===== config.mk =====
export PLATFORM = sky130hd
export DESIGN_NAME = usb_power_control
export DESIGN_NICKNAME = d
export VERILOG_FILES = /design/src/hw/usb_power_control_pkg.sv /design/src/hw/level_sync.sv /design/src/hw/usb_power_control.sv
export SDC_FILE = /design/constraint.sdc
export NUM_CORES = 1
export LEC_CHECK = 0
export ABC_AREA = 1
export BUFFER_PORTS_ARGS = -buffer_cell sky130_fd_sc_hd__buf_2
export CAP_MARGIN = 5
export CORE_UTILIZATION = 36
export CTS_BUF_LIST = sky130_fd_sc_hd__clkbuf_16
export DETAILED_ROUTE_END_ITERATION = 6
export GPL_TIMING_DRIVEN = 0
export HOLD_SLACK_MARGIN = 0.1
export PLACE_DENSITY = 0.7
export SYNTH_ARGS = -nofsm -noshare
export SYNTH_HDL_FRONTEND = slang
export SYNTH_HIERARCHICAL = 1
export SYNTH_SLANG_ARGS = --single-unit

===== constraint.sdc =====
create_clock -name CLK -period 2.6 [get_ports CLK]
set_input_delay 0.26 -clock CLK [delete_from_list [all_inputs] [get_ports CLK]]
set_output_delay 0.26 -clock CLK [all_outputs]
set_load 0.02 [all_outputs]

===== src/hw/usb_power_control_pkg.sv =====
// constants for the usb power and suspend control block
package usb_power_control_pkg;

  // ********************************************************
  // register map
  // ********************************************************
  localparam int ADDR_W = 4;
  localparam logic [3:0] OFF_CTRL = 4'h0;
  localparam logic [3:0] OFF_STAT = 4'h4;
  localparam logic [3:0] OFF_MASK = 4'h8;

  // ********************************************************
  // control register fields
  // ********************************************************
  localparam int BIT_POWER = 0;
  localparam int BIT_SUSPEND = 1;
  localparam int BIT_NOT_READY = 3;
  localparam int BIT_GUARD = 4;
  localparam int BIT_ACT_PEND = 7;

  // ********************************************************
  // interrupt status and mask fields
  // ********************************************************
  localparam int EV_W = 2;
  localparam int EV_ACTIVITY = 0;
  localparam int EV_READY = 1;

  // ********************************************************
  // reset values and timing
  // ********************************************************
  localparam logic CTRL_RESET = 1'b0;
  localparam logic [1:0] EV_RESET = 2'h0;
  localparam logic [31:0] RDATA_RESET = 32'h0000_0000;
  localparam logic [3:0] SETTLE_RESET = 4'h0;
  // cycles after power-off before the module may be enabled again
  localparam logic [3:0] SETTLE_CYCLES = 4'h8;

endpackage


===== src/hw/level_sync.sv =====
// two flip-flop synchroniser for one level from a pin
`timescale 1ns/1ps
module level_sync (
  input wire logic CLK,
  input wire logic ARST_N,
  input wire logic din,
  output logic dout
);
  logic stage1;

  // first stage feeds only the second
  always_ff @(posedge CLK or negedge ARST_N) begin
    if (!ARST_N) begin
      stage1 <= 1'b0;
      dout <= 1'b0;
    end else begin
      stage1 <= din;
      dout <= stage1;
    end
  end
endmodule // level_sync


===== src/hw/usb_power_control.sv =====
// usb power, suspend and sleep guard control with register port
//
// The implementer's own choices: strobed register access and the register addresses.
`timescale 1ns/1ps
module usb_power_control (
  input wire logic CLK,
  input wire logic ARST_N,
  input wire logic [usb_power_control_pkg::ADDR_W-1:0] ADDR,
  input wire logic [31:0] WDATA,
  input wire logic WR,
  input wire logic RD,
  output logic [31:0] RDATA,
  input wire logic USB_ACTIVITY,
  output logic USB_CLK_EN,
  output logic XCVR_LOWPOWER,
  output logic PINS_OWNED,
  output logic ANALOG_EN,
  output logic SLEEP_BLOCK,
  output logic IRQ
);
  import usb_power_control_pkg::*;

  // ********************************************************
  // declarations
  // ********************************************************
  logic module_power_enable;
  logic suspend_request;
  logic sleep_entry_guard;
  logic activity_pending;
  logic module_not_ready;
  logic next_not_ready;
  logic [3:0] settle;
  logic act_sync;
  logic act_prev;
  logic act_edge;
  logic [EV_W-1:0] status;
  logic [EV_W-1:0] mask;
  logic [EV_W-1:0] events;
  logic wr_ctrl;
  logic wr_mask;
  logic rd_stat;
  logic clk_run;

  // address match, used by both read and write decode
  function automatic logic hit(input logic [ADDR_W-1:0] a,
                               input logic [ADDR_W-1:0] off);
    hit = (a == off);
  endfunction

  // control word as software sees it
  function automatic logic [31:0] ctrl_word(input logic pwr,
                                            input logic sus,
                                            input logic nrdy,
                                            input logic grd,
                                            input logic pend);
    logic [31:0] w;
    w = 32'h0000_0000; // unused bits stay zero
    w[BIT_POWER] = pwr;
    w[BIT_SUSPEND] = sus;
    w[BIT_NOT_READY] = nrdy;
    w[BIT_GUARD] = grd;
    w[BIT_ACT_PEND] = pend;
    ctrl_word = w;
  endfunction

  // ********************************************************
  // bus decode
  // ********************************************************

  // one-cycle strobes qualified by address
  assign wr_ctrl = WR && hit(ADDR, OFF_CTRL);
  assign wr_mask = WR && hit(ADDR, OFF_MASK);
  assign rd_stat = RD && hit(ADDR, OFF_STAT);

  // ********************************************************
  // activity input
  // ********************************************************

  // pin crosses two flops before use
  level_sync u_act_sync (
    .CLK(CLK),
    .ARST_N(ARST_N),
    .din(USB_ACTIVITY),
    .dout(act_sync)
  );

  // previous synced level for edge detect
  always_ff @(posedge CLK or negedge ARST_N) begin
    if (!ARST_N) begin
      act_prev <= CTRL_RESET;
    end else begin
      act_prev <= act_sync;
    end
  end

  assign act_edge = act_sync && !act_prev;

  // ********************************************************
  // control bits written by software
  // ********************************************************

  // only bits 0, 1 and 4 take write data
  always_ff @(posedge CLK or negedge ARST_N) begin
    if (!ARST_N) begin
      module_power_enable <= CTRL_RESET;
      suspend_request <= CTRL_RESET;
      sleep_entry_guard <= CTRL_RESET;
    end else if (wr_ctrl) begin
      module_power_enable <= WDATA[BIT_POWER];
      suspend_request <= WDATA[BIT_SUSPEND];
      sleep_entry_guard <= WDATA[BIT_GUARD];
    end
  end

  // ********************************************************
  // readiness after power-off
  // ********************************************************

  // settle count reloads while on, runs down once off
  always_ff @(posedge CLK or negedge ARST_N) begin
    if (!ARST_N) begin
      settle <= SETTLE_RESET;
    end else if (module_power_enable) begin
      settle <= SETTLE_CYCLES;
    end else if (settle != SETTLE_RESET) begin
      settle <= settle - 4'h1;
    end
  end

  // busy while on or still settling
  assign next_not_ready = module_power_enable || (settle != SETTLE_RESET);

  // hardware-owned status, no write path
  always_ff @(posedge CLK or negedge ARST_N) begin
    if (!ARST_N) begin
      module_not_ready <= CTRL_RESET;
    end else begin
      module_not_ready <= next_not_ready;
    end
  end

  // ********************************************************
  // activity pending
  // ********************************************************

  // activity posting only runs on the ungated usb clock
  assign clk_run = module_power_enable && !suspend_request;

  // activity while off is ignored; edge wins over posting
  always_ff @(posedge CLK or negedge ARST_N) begin
    if (!ARST_N) begin
      activity_pending <= CTRL_RESET;
    end else if (module_power_enable && act_edge) begin
      activity_pending <= 1'b1;
    end else if (activity_pending && clk_run) begin
      activity_pending <= 1'b0;
    end else if (!module_power_enable) begin
      activity_pending <= 1'b0;
    end
  end

  // ********************************************************
  // interrupt status, mask and output
  // ********************************************************

  // events: activity posted, module became ready
  always_comb begin
    events = EV_RESET;
    events[EV_ACTIVITY] = activity_pending && clk_run
                          && !(act_edge && module_power_enable);
    events[EV_READY] = module_not_ready && !next_not_ready;
  end

  // sticky bits; a read clears, a new event wins
  always_ff @(posedge CLK or negedge ARST_N) begin
    if (!ARST_N) begin
      status <= EV_RESET;
    end else if (rd_stat) begin
      status <= events;
    end else begin
      status <= status | events;
    end
  end

  // mask register, same layout as status
  always_ff @(posedge CLK or negedge ARST_N) begin
    if (!ARST_N) begin
      mask <= EV_RESET;
    end else if (wr_mask) begin
      mask <= WDATA[EV_W-1:0];
    end
  end

  // level interrupt from registered status
  always_ff @(posedge CLK or negedge ARST_N) begin
    if (!ARST_N) begin
      IRQ <= CTRL_RESET;
    end else begin
      IRQ <= |(status & mask);
    end
  end

  // ********************************************************
  // module side outputs
  // ********************************************************

  // off holds everything inactive; suspend gates clock
  always_ff @(posedge CLK or negedge ARST_N) begin
    if (!ARST_N) begin
      USB_CLK_EN <= CTRL_RESET;
      XCVR_LOWPOWER <= CTRL_RESET;
      PINS_OWNED <= CTRL_RESET;
      ANALOG_EN <= CTRL_RESET;
    end else begin
      USB_CLK_EN <= clk_run;
      XCVR_LOWPOWER <= module_power_enable && suspend_request;
      PINS_OWNED <= module_power_enable;
      ANALOG_EN <= module_power_enable;
    end
  end

  // sleep held off while guarded and activity outstanding
  always_ff @(posedge CLK or negedge ARST_N) begin
    if (!ARST_N) begin
      SLEEP_BLOCK <= CTRL_RESET;
    end else begin
      SLEEP_BLOCK <= sleep_entry_guard && (act_sync || activity_pending);
    end
  end

  // ********************************************************
  // read data
  // ********************************************************

  // data stand one cycle after the strobe, zero otherwise
  always_ff @(posedge CLK or negedge ARST_N) begin
    if (!ARST_N) begin
      RDATA <= RDATA_RESET;
    end else if (RD && hit(ADDR, OFF_CTRL)) begin
      RDATA <= ctrl_word(module_power_enable, suspend_request,
                         module_not_ready, sleep_entry_guard,
                         activity_pending);
    end else if (rd_stat) begin
      RDATA <= {30'h0, status};
    end else if (RD && hit(ADDR, OFF_MASK)) begin
      RDATA <= {30'h0, mask};
    end else begin
      RDATA <= RDATA_RESET;
    end
  end
endmodule // usb_power_control


Word-level counts from Yosys, hierarchy flattened
Index checks and enable logic that the tools add are counted.
{"block": "classes", "addsub": 1, "n_eq_ne": 3, "muxes": 9, "bitwise_logic": 2, "reduce_logical": 23}
{"operator": "32-bit two-way mux", "n": 1}
{"operator": "1-bit logical AND", "n": 13}
{"operator": "4-bit two-way mux", "n": 2}
{"operator": "2-bit two-way mux", "n": 3}
{"operator": "4-bit by 3-bit equality test with 1-bit output, second input constant", "n": 1}
{"operator": "4-bit equality test, second input constant", "n": 1}
{"operator": "1-bit logical NOT", "n": 4}
{"operator": "4-bit logical NOT", "n": 1}
{"operator": "4-bit nonzero test", "n": 1}
{"operator": "4-bit by 1-bit subtractor with 4-bit output, second input constant", "n": 1}
{"operator": "1-bit two-way mux", "n": 3}
{"operator": "3-bit by 1-bit inequality test with 1-bit output, second input constant", "n": 1}
{"operator": "2-bit AND", "n": 1}
{"operator": "1-bit logical OR", "n": 2}
{"operator": "2-bit bitwise OR", "n": 1}
{"operator": "2-bit nonzero test", "n": 1}
{"operator": "2-bit OR reduction", "n": 1}
{"block": "totals", "register_bits": 53, "in_bits": 41, "elab_cells": 55}

Logic depth before layout (Yosys ltp)
Gate-level depths: netlist (run 1).
{"block": "depth", "word_depth": 7, "ltp_mapped": 7}

Cells and area by module
Netlist (run 1), hierarchy kept.
{"module": "usb_power_control", "instances": 1, "cells_per_inst": 129, "area_per_inst_um2": 1188.6, "seq_area_each_um2": 600.6}
{"module": "level_sync", "instances": 1, "cells_per_inst": 2, "area_per_inst_um2": 50.0, "seq_area_each_um2": 50.0}

Least setup slack after synthesis (run 1)
OpenSTA, ideal clock, no wires.
{"block": "synth_path", "path_type": "register -> register", "from": "register settle[0]", "to": "register settle[0]", "setup_time_ns": 0.117, "t_arrival_ns": 1.001, "t_required_ns": 2.483, "setup_slack_ns": 1.481, "path_stages_with_launch": 8, "cell_sequence": "dfrtp_1 inv_1 ha_1 inv_1 nor2_2 nand3_2 nand3_1 nand2_1"}
{"block": "synth_between", "elab_chain_cells": 3, "elab_cells_between_ends": 5, "cone_classes": "1 x add/sub; 2 x mux; 2 x reduce/logical"}
{"item": "start, declared", "line": "usb_power_control.sv:32", "rtl": "logic [3:0] settle;"}
{"item": "start signal, assigned", "line": "usb_power_control.sv:126", "rtl": "settle <= settle - 4'h1;"}
{"item": "4-bit by 1-bit subtractor with 4-bit output", "line": "usb_power_control.sv:126"}
{"item": "4-bit two-way mux", "line": "usb_power_control.sv:125", "rtl": "end else if (settle != SETTLE_RESET) begin"}
{"item": "4-bit two-way mux", "line": "usb_power_control.sv:123", "rtl": "end else if (module_power_enable) begin"}
Several ways; a longest one is shown, not always the timed one. The select of a mux whose other input is x is not followed.
A chain may end at the register's enable or synchronous reset.

Final worst setup path (run 1)
{"block": "layout_path", "from": "register settle[0]", "to": "register settle[1]"}
The elaborated chain is that of the path after synthesis.

==> results_dict.tcl, run 1 <==
set metrics [dict create \
    status "finished, final reports clean" \
    layout.nets 226 \
    dp_hpwl_um 1570 \
    sw_frac_of_total_pct 32.3 \
    setup_viol 0 \
    synth_largest_area_cell "dfrtp_1" \
    drv_cap 0 \
    final_antenna_net_count 0 \
    ys_ff_latch 26 \
    hold_class "in2reg" \
    hold_depth 1 \
    worstPathRequired_ps 2750 \
    synth_edf_count 0 \
    synth_warnings 6 \
    post_cts_buffers 0 \
    synth_flop_cell "dfrtp_1" \
    period_share_pct 49.2 \
    hold_slack_ps 110 \
    rsz0062_at_grt "no" \
    numCtsBuffers 3 \
    placementRows 20 \
    io_pins 79 \
    clkPwrFrac_pct 27.1 \
    synthesis.area_mm2 0.00124 \
    dieWidth_um 60.7 \
    die-area_mm2 0.00368 \
    synthDistinctLibCells 19 \
    postCtsHoldBufs 1 \
    worstSetupStartpointType "flop" \
    cts_buffer_depth 2 \
    drtIter0Drc 6 \
    hold_violations 0 \
    diodes 0 \
    synth-simple-area-share_pct 20.3 \
    clock_skew_ps 4.62 \
    core_mm2 0.00315 \
    clk_latency_ps 260 \
    drcViolationCount 0 \
    drt-total-wl_um 1960 \
    synth_fa_ha_area_share_pct 1.01 \
    layout-drive-gt1-share_pct 34.4 \
    cts_resized 0 \
    relSlewSlack_pct 64.0 \
    final_max_slew_viol_count 0 \
    place.gp.congestion 0.854 \
    htreeDepth 1 \
    root_buffer "clkbuf_16" \
    num_vias 869 \
    antenna_found_initial 0 \
    path_clk_slew_ps 60 \
    max_freq_mhz 781 \
    synth-xor-area-share_pct 0 \
    p_switching_mw 0.394 \
    worst_pin_slew_ps 540 \
    grt_max_degree 27 \
    cts_tree "yes" \
    chipHeight_um 60.7 \
    end_kind "flop" \
    synth_top_area_share_pct 52.5 \
    worstPathArrival_ps 1430 \
    vdd_drop_max_v 0.000515 \
    wire_per_inst_um 8.61 \
    p_comb_share_pct 27.3 \
    min_period_ps 1280 \
    synth.area.mux_share_pct 0 \
    synth-compound-area-share_pct 4.34 \
    io_buffers 21 \
    syn_inst 131 \
    vias_per_cell 3.83 \
    ys_top_cells_by_area "dfrtp_1, buf_4, nand2_1, nand4_1, inv_1" \
    dr.pass1.iters 4 \
    yosysSeqAreaShare_pct 52.5 \
    grt.total_usage_pct 11.9 \
    worstPathMaxFanout 5 \
    synth_top_family_by_area "buffers and inverters" \
    overflow 0 \
    synthToLayoutAreaGrowth_pct 28.0 \
    synth_async_sr_flop_share_pct 100 \
    cts.sinks 26 \
    start_util_pct 39.3 \
    finalSetupTns_ps 0 \
    avgSynthCellArea_um2 9.46 \
    ff2ff_path_depth 7 \
    powerDensity_mw_per_mm2 770 \
    crit_type "reg2reg" \
    grt_pass1_wl_um 3260 \
    seqPwrFrac_pct 45.5 \
    grt_pass1_vias 773 \
    p_leak_nw 0.902 \
    internal_power_mw 0.827 \
]
worst paths after layout:
check | end | start | slack, ps
max | settle[1]$_DFFE_PN0P_ | settle[0]$_DFFE_PN0P_ | 1320
min | u_act_sync/stage1$_DFF_PN0_ | USB_ACTIVITY | 110
max reg2reg | settle[1]$_DFFE_PN0P_ | settle[0]$_DFFE_PN0P_ | 1320
min reg2reg | u_act_sync/dout$_DFF_PN0_ | u_act_sync/stage1$_DFF_PN0_ | 350
max in group asynchronous | suspend_request$_DFFE_PN0P_ | ARST_N | 1700
min in group asynchronous | ANALOG_EN$_DFF_PN0_ | ARST_N | 530
critical path, stage by stage, from the launching register on:
cell,delay (ps)
dfrtp_1,410
inv_1,100
ha_1,150
inv_1,50
nor2_2,170
nand3_2,150
nand2_1,80
o21ai_1,60
sequential cells by signal (all words and copies together) (netlist names):
name                 flops
SLEEP_BLOCK              1
settle                   4
suspend_request          1
u_act_sync/stage1        1
USB_CLK_EN               1
module_not_ready         1
IRQ                      1
module_power_enable      1
act_prev                 1
mask                     2
u_act_sync/dout          1
status                   2
activity_pending         1
XCVR_LOWPOWER            1
ANALOG_EN                1
sleep_entry_guard        1
RDATA                    5
cell type report:
type	instances	area [um2]
Buffer	29	214
Clock inverter	1	3.75
Clock buffer	3	75.1
Sequential cell	26	651
Fill cell	311	1570
Tap cell	44	55.1
Multi-Input combinational cell	88	419
Timing Repair Buffer	22	115
Inverter	14	52.6
power groups by stage:
stage               registers, mW  logic (mW)  clock network, mW
CTS                         0.555       0.336              0.338
global placement            0.561       0.325                  0
detailed placement          0.563       0.333                  0
finish                      0.556       0.334              0.331
floorplan                   0.572       0.240                  0
global route                0.568       0.387              0.351
cells in the final DEF, fill, tap and decap left out:
cell type	synthesis	routed
a21oi_1	1	1
nand4_1	7	7
inv_2	3	3
inv_1	11	11
clkinv_1	0	1
nor2_2	4	4
dfrtp_1	26	26
a22o_1	1	1
ha_1	1	1
conb_1	1	27
nor2_4	1	1
nor3_1	1	1
clkbuf_16	0	3
buf_4	28	28
clkbuf_1	1	1
dlygate4sd3_1	0	1
o21ai_0	1	1
nand3_2	3	3
o21ai_1	7	7
nand2_1	17	17
buf_2	0	21
nor2_1	10	10
nand3_1	7	7
logic make-up after synthesis:
logic type      count (synthesis)
compound gates                 10
fa+ha+maj                       1
buf+inv                        43
flops                          26
other cells                     1
simple gates                   50
cell usage after synthesis (3+ instances only):
| library cell | n |
|---|---|
| nor2_1 | 10 |
| nand4_1 | 7 |
| nand2_1 | 17 |
| inv_2 | 3 |
| o21ai_1 | 7 |
| nand3_1 | 7 |
| buf_4 | 28 |
| inv_1 | 11 |
| dfrtp_1 | 26 |
| nor2_2 | 4 |
| nand3_2 | 3 |
metrics by stage:
step                utilization [%]  area [um2]  std cells  total power [mW]  setup WS (ps)
finish                         50.3        1590        227              1.22           1320
floorplan                         -        1340        157             0.812           1480
global placement               47.5        1500        222             0.886           1370
detailed placement             47.5        1500        222             0.896           1320
global route                   50.3        1590        227              1.31           1170
CTS                            50.3        1590        227              1.23           1310
routing by layer:
layer | global-route usage [%] | vias to the layer above | wire, um
met3 | 4.48 | 0 | 137
met2 | 21.8 | 35 | 977
met1 | 14.0 | 361 | 841
met4 | 0.649 | 0 | 0
li1 | - | 473 | -
met5 | 0 | - | 0
Power figures use the tool's default switching activity.
==> run 2, diff against run 1 <==
clock period = 1.3 ns   (was 2.6 ns; I/O delays follow)
==> results_dict.tcl, run 2 (synthesis gave the netlist of run 1 again) <==
set metrics [dict create \
    status "finished, final reports clean" \
    path_clk_slew_ps 60 \
    vdd_drop_max_v 0.00104 \
    worst_slack_ps 112 \
    reg_top3 "RDATA: 5 flops, settle: 4 flops" \
    wire_per_inst_um 8.58 \
    clk_latency_ps 260 \
    relSlewSlack_pct 64.4 \
    layout.nets 227 \
    dr.pass1.iters 4 \
    io_buffers 21 \
    powerDensity_mw_per_mm2 1540 \
    grt_pass1_wl_um 3260 \
    vias_per_cell 3.82 \
    clock_skew_ps 3.91 \
    layout_common_cells "buf_4, conb_1, dfrtp_1" \
    fin_util_pct 51.0 \
    final_common_cell "buf_4" \
    p_leak_nw 0.906 \
    hold_slack_ps 107 \
    rsz0062_at_grt "no" \
    drt-total-wl_um 1960 \
    htreeDepth 1 \
    final_max_slew_viol_count 0 \
    diodes 0 \
    final_antenna_net_count 0 \
    dp_hpwl_um 1570 \
    grt.total_usage_pct 11.9 \
    dieWidth_um 60.7 \
    worstPathArrival_ps 1330 \
    worstSetupStartpointType "flop" \
    grt_max_degree 27 \
    drtIter0Drc 7 \
    finalSetupTns_ps 0 \
    worstPathMaxFanout 5 \
    place.gp.congestion 0.854 \
    worst_pin_slew_ps 533 \
    crit_type "reg2reg" \
    placementRows 20 \
    fin_total_pwr_mw 2.48 \
    start_util_pct 39.3 \
    grt_pass1_vias 773 \
    num_vias 872 \
    max_freq_mhz 842 \
    hold_class "in2reg" \
    root_buffer "clkbuf_16" \
    fill_cells 310 \
    max_flop_register "RDATA" \
    preCtsSetupSlack_ps 23.6 \
    cts_tree "yes" \
    chipHeight_um 60.7 \
    cts.sinks 26 \
    period_share_pct 91.4 \
    drv_cap 0 \
    drcViolationCount 0 \
    layout-drive-gt1-share_pct 34.8 \
    worstPathRequired_ps 1450 \
    cts_buffer_depth 2 \
    numCtsBuffers 3 \
    hold_violations 0 \
    end_kind "flop" \
    io_pins 79 \
    core_mm2 0.00315 \
    die-area_mm2 0.00368 \
    antenna_found_initial 0 \
    setup_viol 0 \
    synthToLayoutAreaGrowth_pct 29.8 \
    min_period_ps 1190 \
    overflow 0 \
    post_cts_buffers 0 \
    largest_register_ff_count 5 \
]
==> run 2: cell types whose count changed in the layout (fill, tap and decap cells not counted) <==
cell and change:
inv_1 -1, nor2_4 +1, inv_2 +1, nand3_2 -1
nand3_4 +1, nor2_2 -1, dlygate4sd3_1 +1
==> run 2: routing by layer <==
layer / track usage [%] / share of wire [%] / vias up
li1: - / - / 473
met1: 14.0 / 43 / 364
met2: 21.8 / 50 / 35
met3: 4.48 / 7.0 / 0
met4: 0.649 / 0 / 0
met5: 0 / 0 / -
==> run 2: worst max-delay path, stage by stage, from the launching register on <==
cell and delay (ps):
dfrtp_1 410, inv_2 80, ha_1 140, inv_1 70
nor2_4 150, nand3_4 110, nand2_1 70, o21ai_1 60
==> run 2: path summary, 6_finish.rpt <==
path | from | to | slack, ps | depth (start not counted)
min in group asynchronous | ARST_N | ANALOG_EN$_DFF_PN0_ | 400 | 2
worst max register to register | settle[0]$_DFFE_PN0P_ | settle[1]$_DFFE_PN0P_ | 110 | 7
worst max-delay path | settle[0]$_DFFE_PN0P_ | settle[1]$_DFFE_PN0P_ | 110 | 7
worst min register to register | u_act_sync/stage1$_DFF_PN0_ | u_act_sync/dout$_DFF_PN0_ | 350 | 0
worst min-delay path | WDATA[4] | sleep_entry_guard$_DFFE_PN0P_ | 110 | 3
max in group asynchronous | ARST_N | suspend_request$_DFFE_PN0P_ | 540 | 2
==> run 2: through the flow <==
step	std cells	cell area [um2]
final	228	1610
after global routing	228	1610
after CTS	228	1600
after detailed placement	222	1500
after global placement	222	1500
after floorplan	157	1340
==> run 2: cell type report <==
type	count	area, um2	share of cell area, %
clock buffer	3	75.1	4.67
inverter	14	52.6	3.27
sequential	26	651	40.5
timing repair buffer	23	125	7.78
buffer	29	214	13.3
tap	44	55.1	3.42
clock inverter	1	3.75	0.233
multi-input combinational	88	432	26.8
==> run 2: timing repair <==
item,4_1_cts,5_1_grt
resized for setup,0,3
hold endpoints to repair,27,0
hold buffers,2,0
endpoints found under the setup margin,0,3
==> run 2: report_power, final <==
| part | total (mW) | switching [mW] | leakage (nW) | internal [mW] |
|---|---|---|---|---|
| Clock | 0.660 | 0.250 | 0.0385 | 0.411 |
| Sequential | 1.12 | 0.135 | 0.327 | 0.983 |
| Combinational | 0.701 | 0.428 | 0.541 | 0.273 |
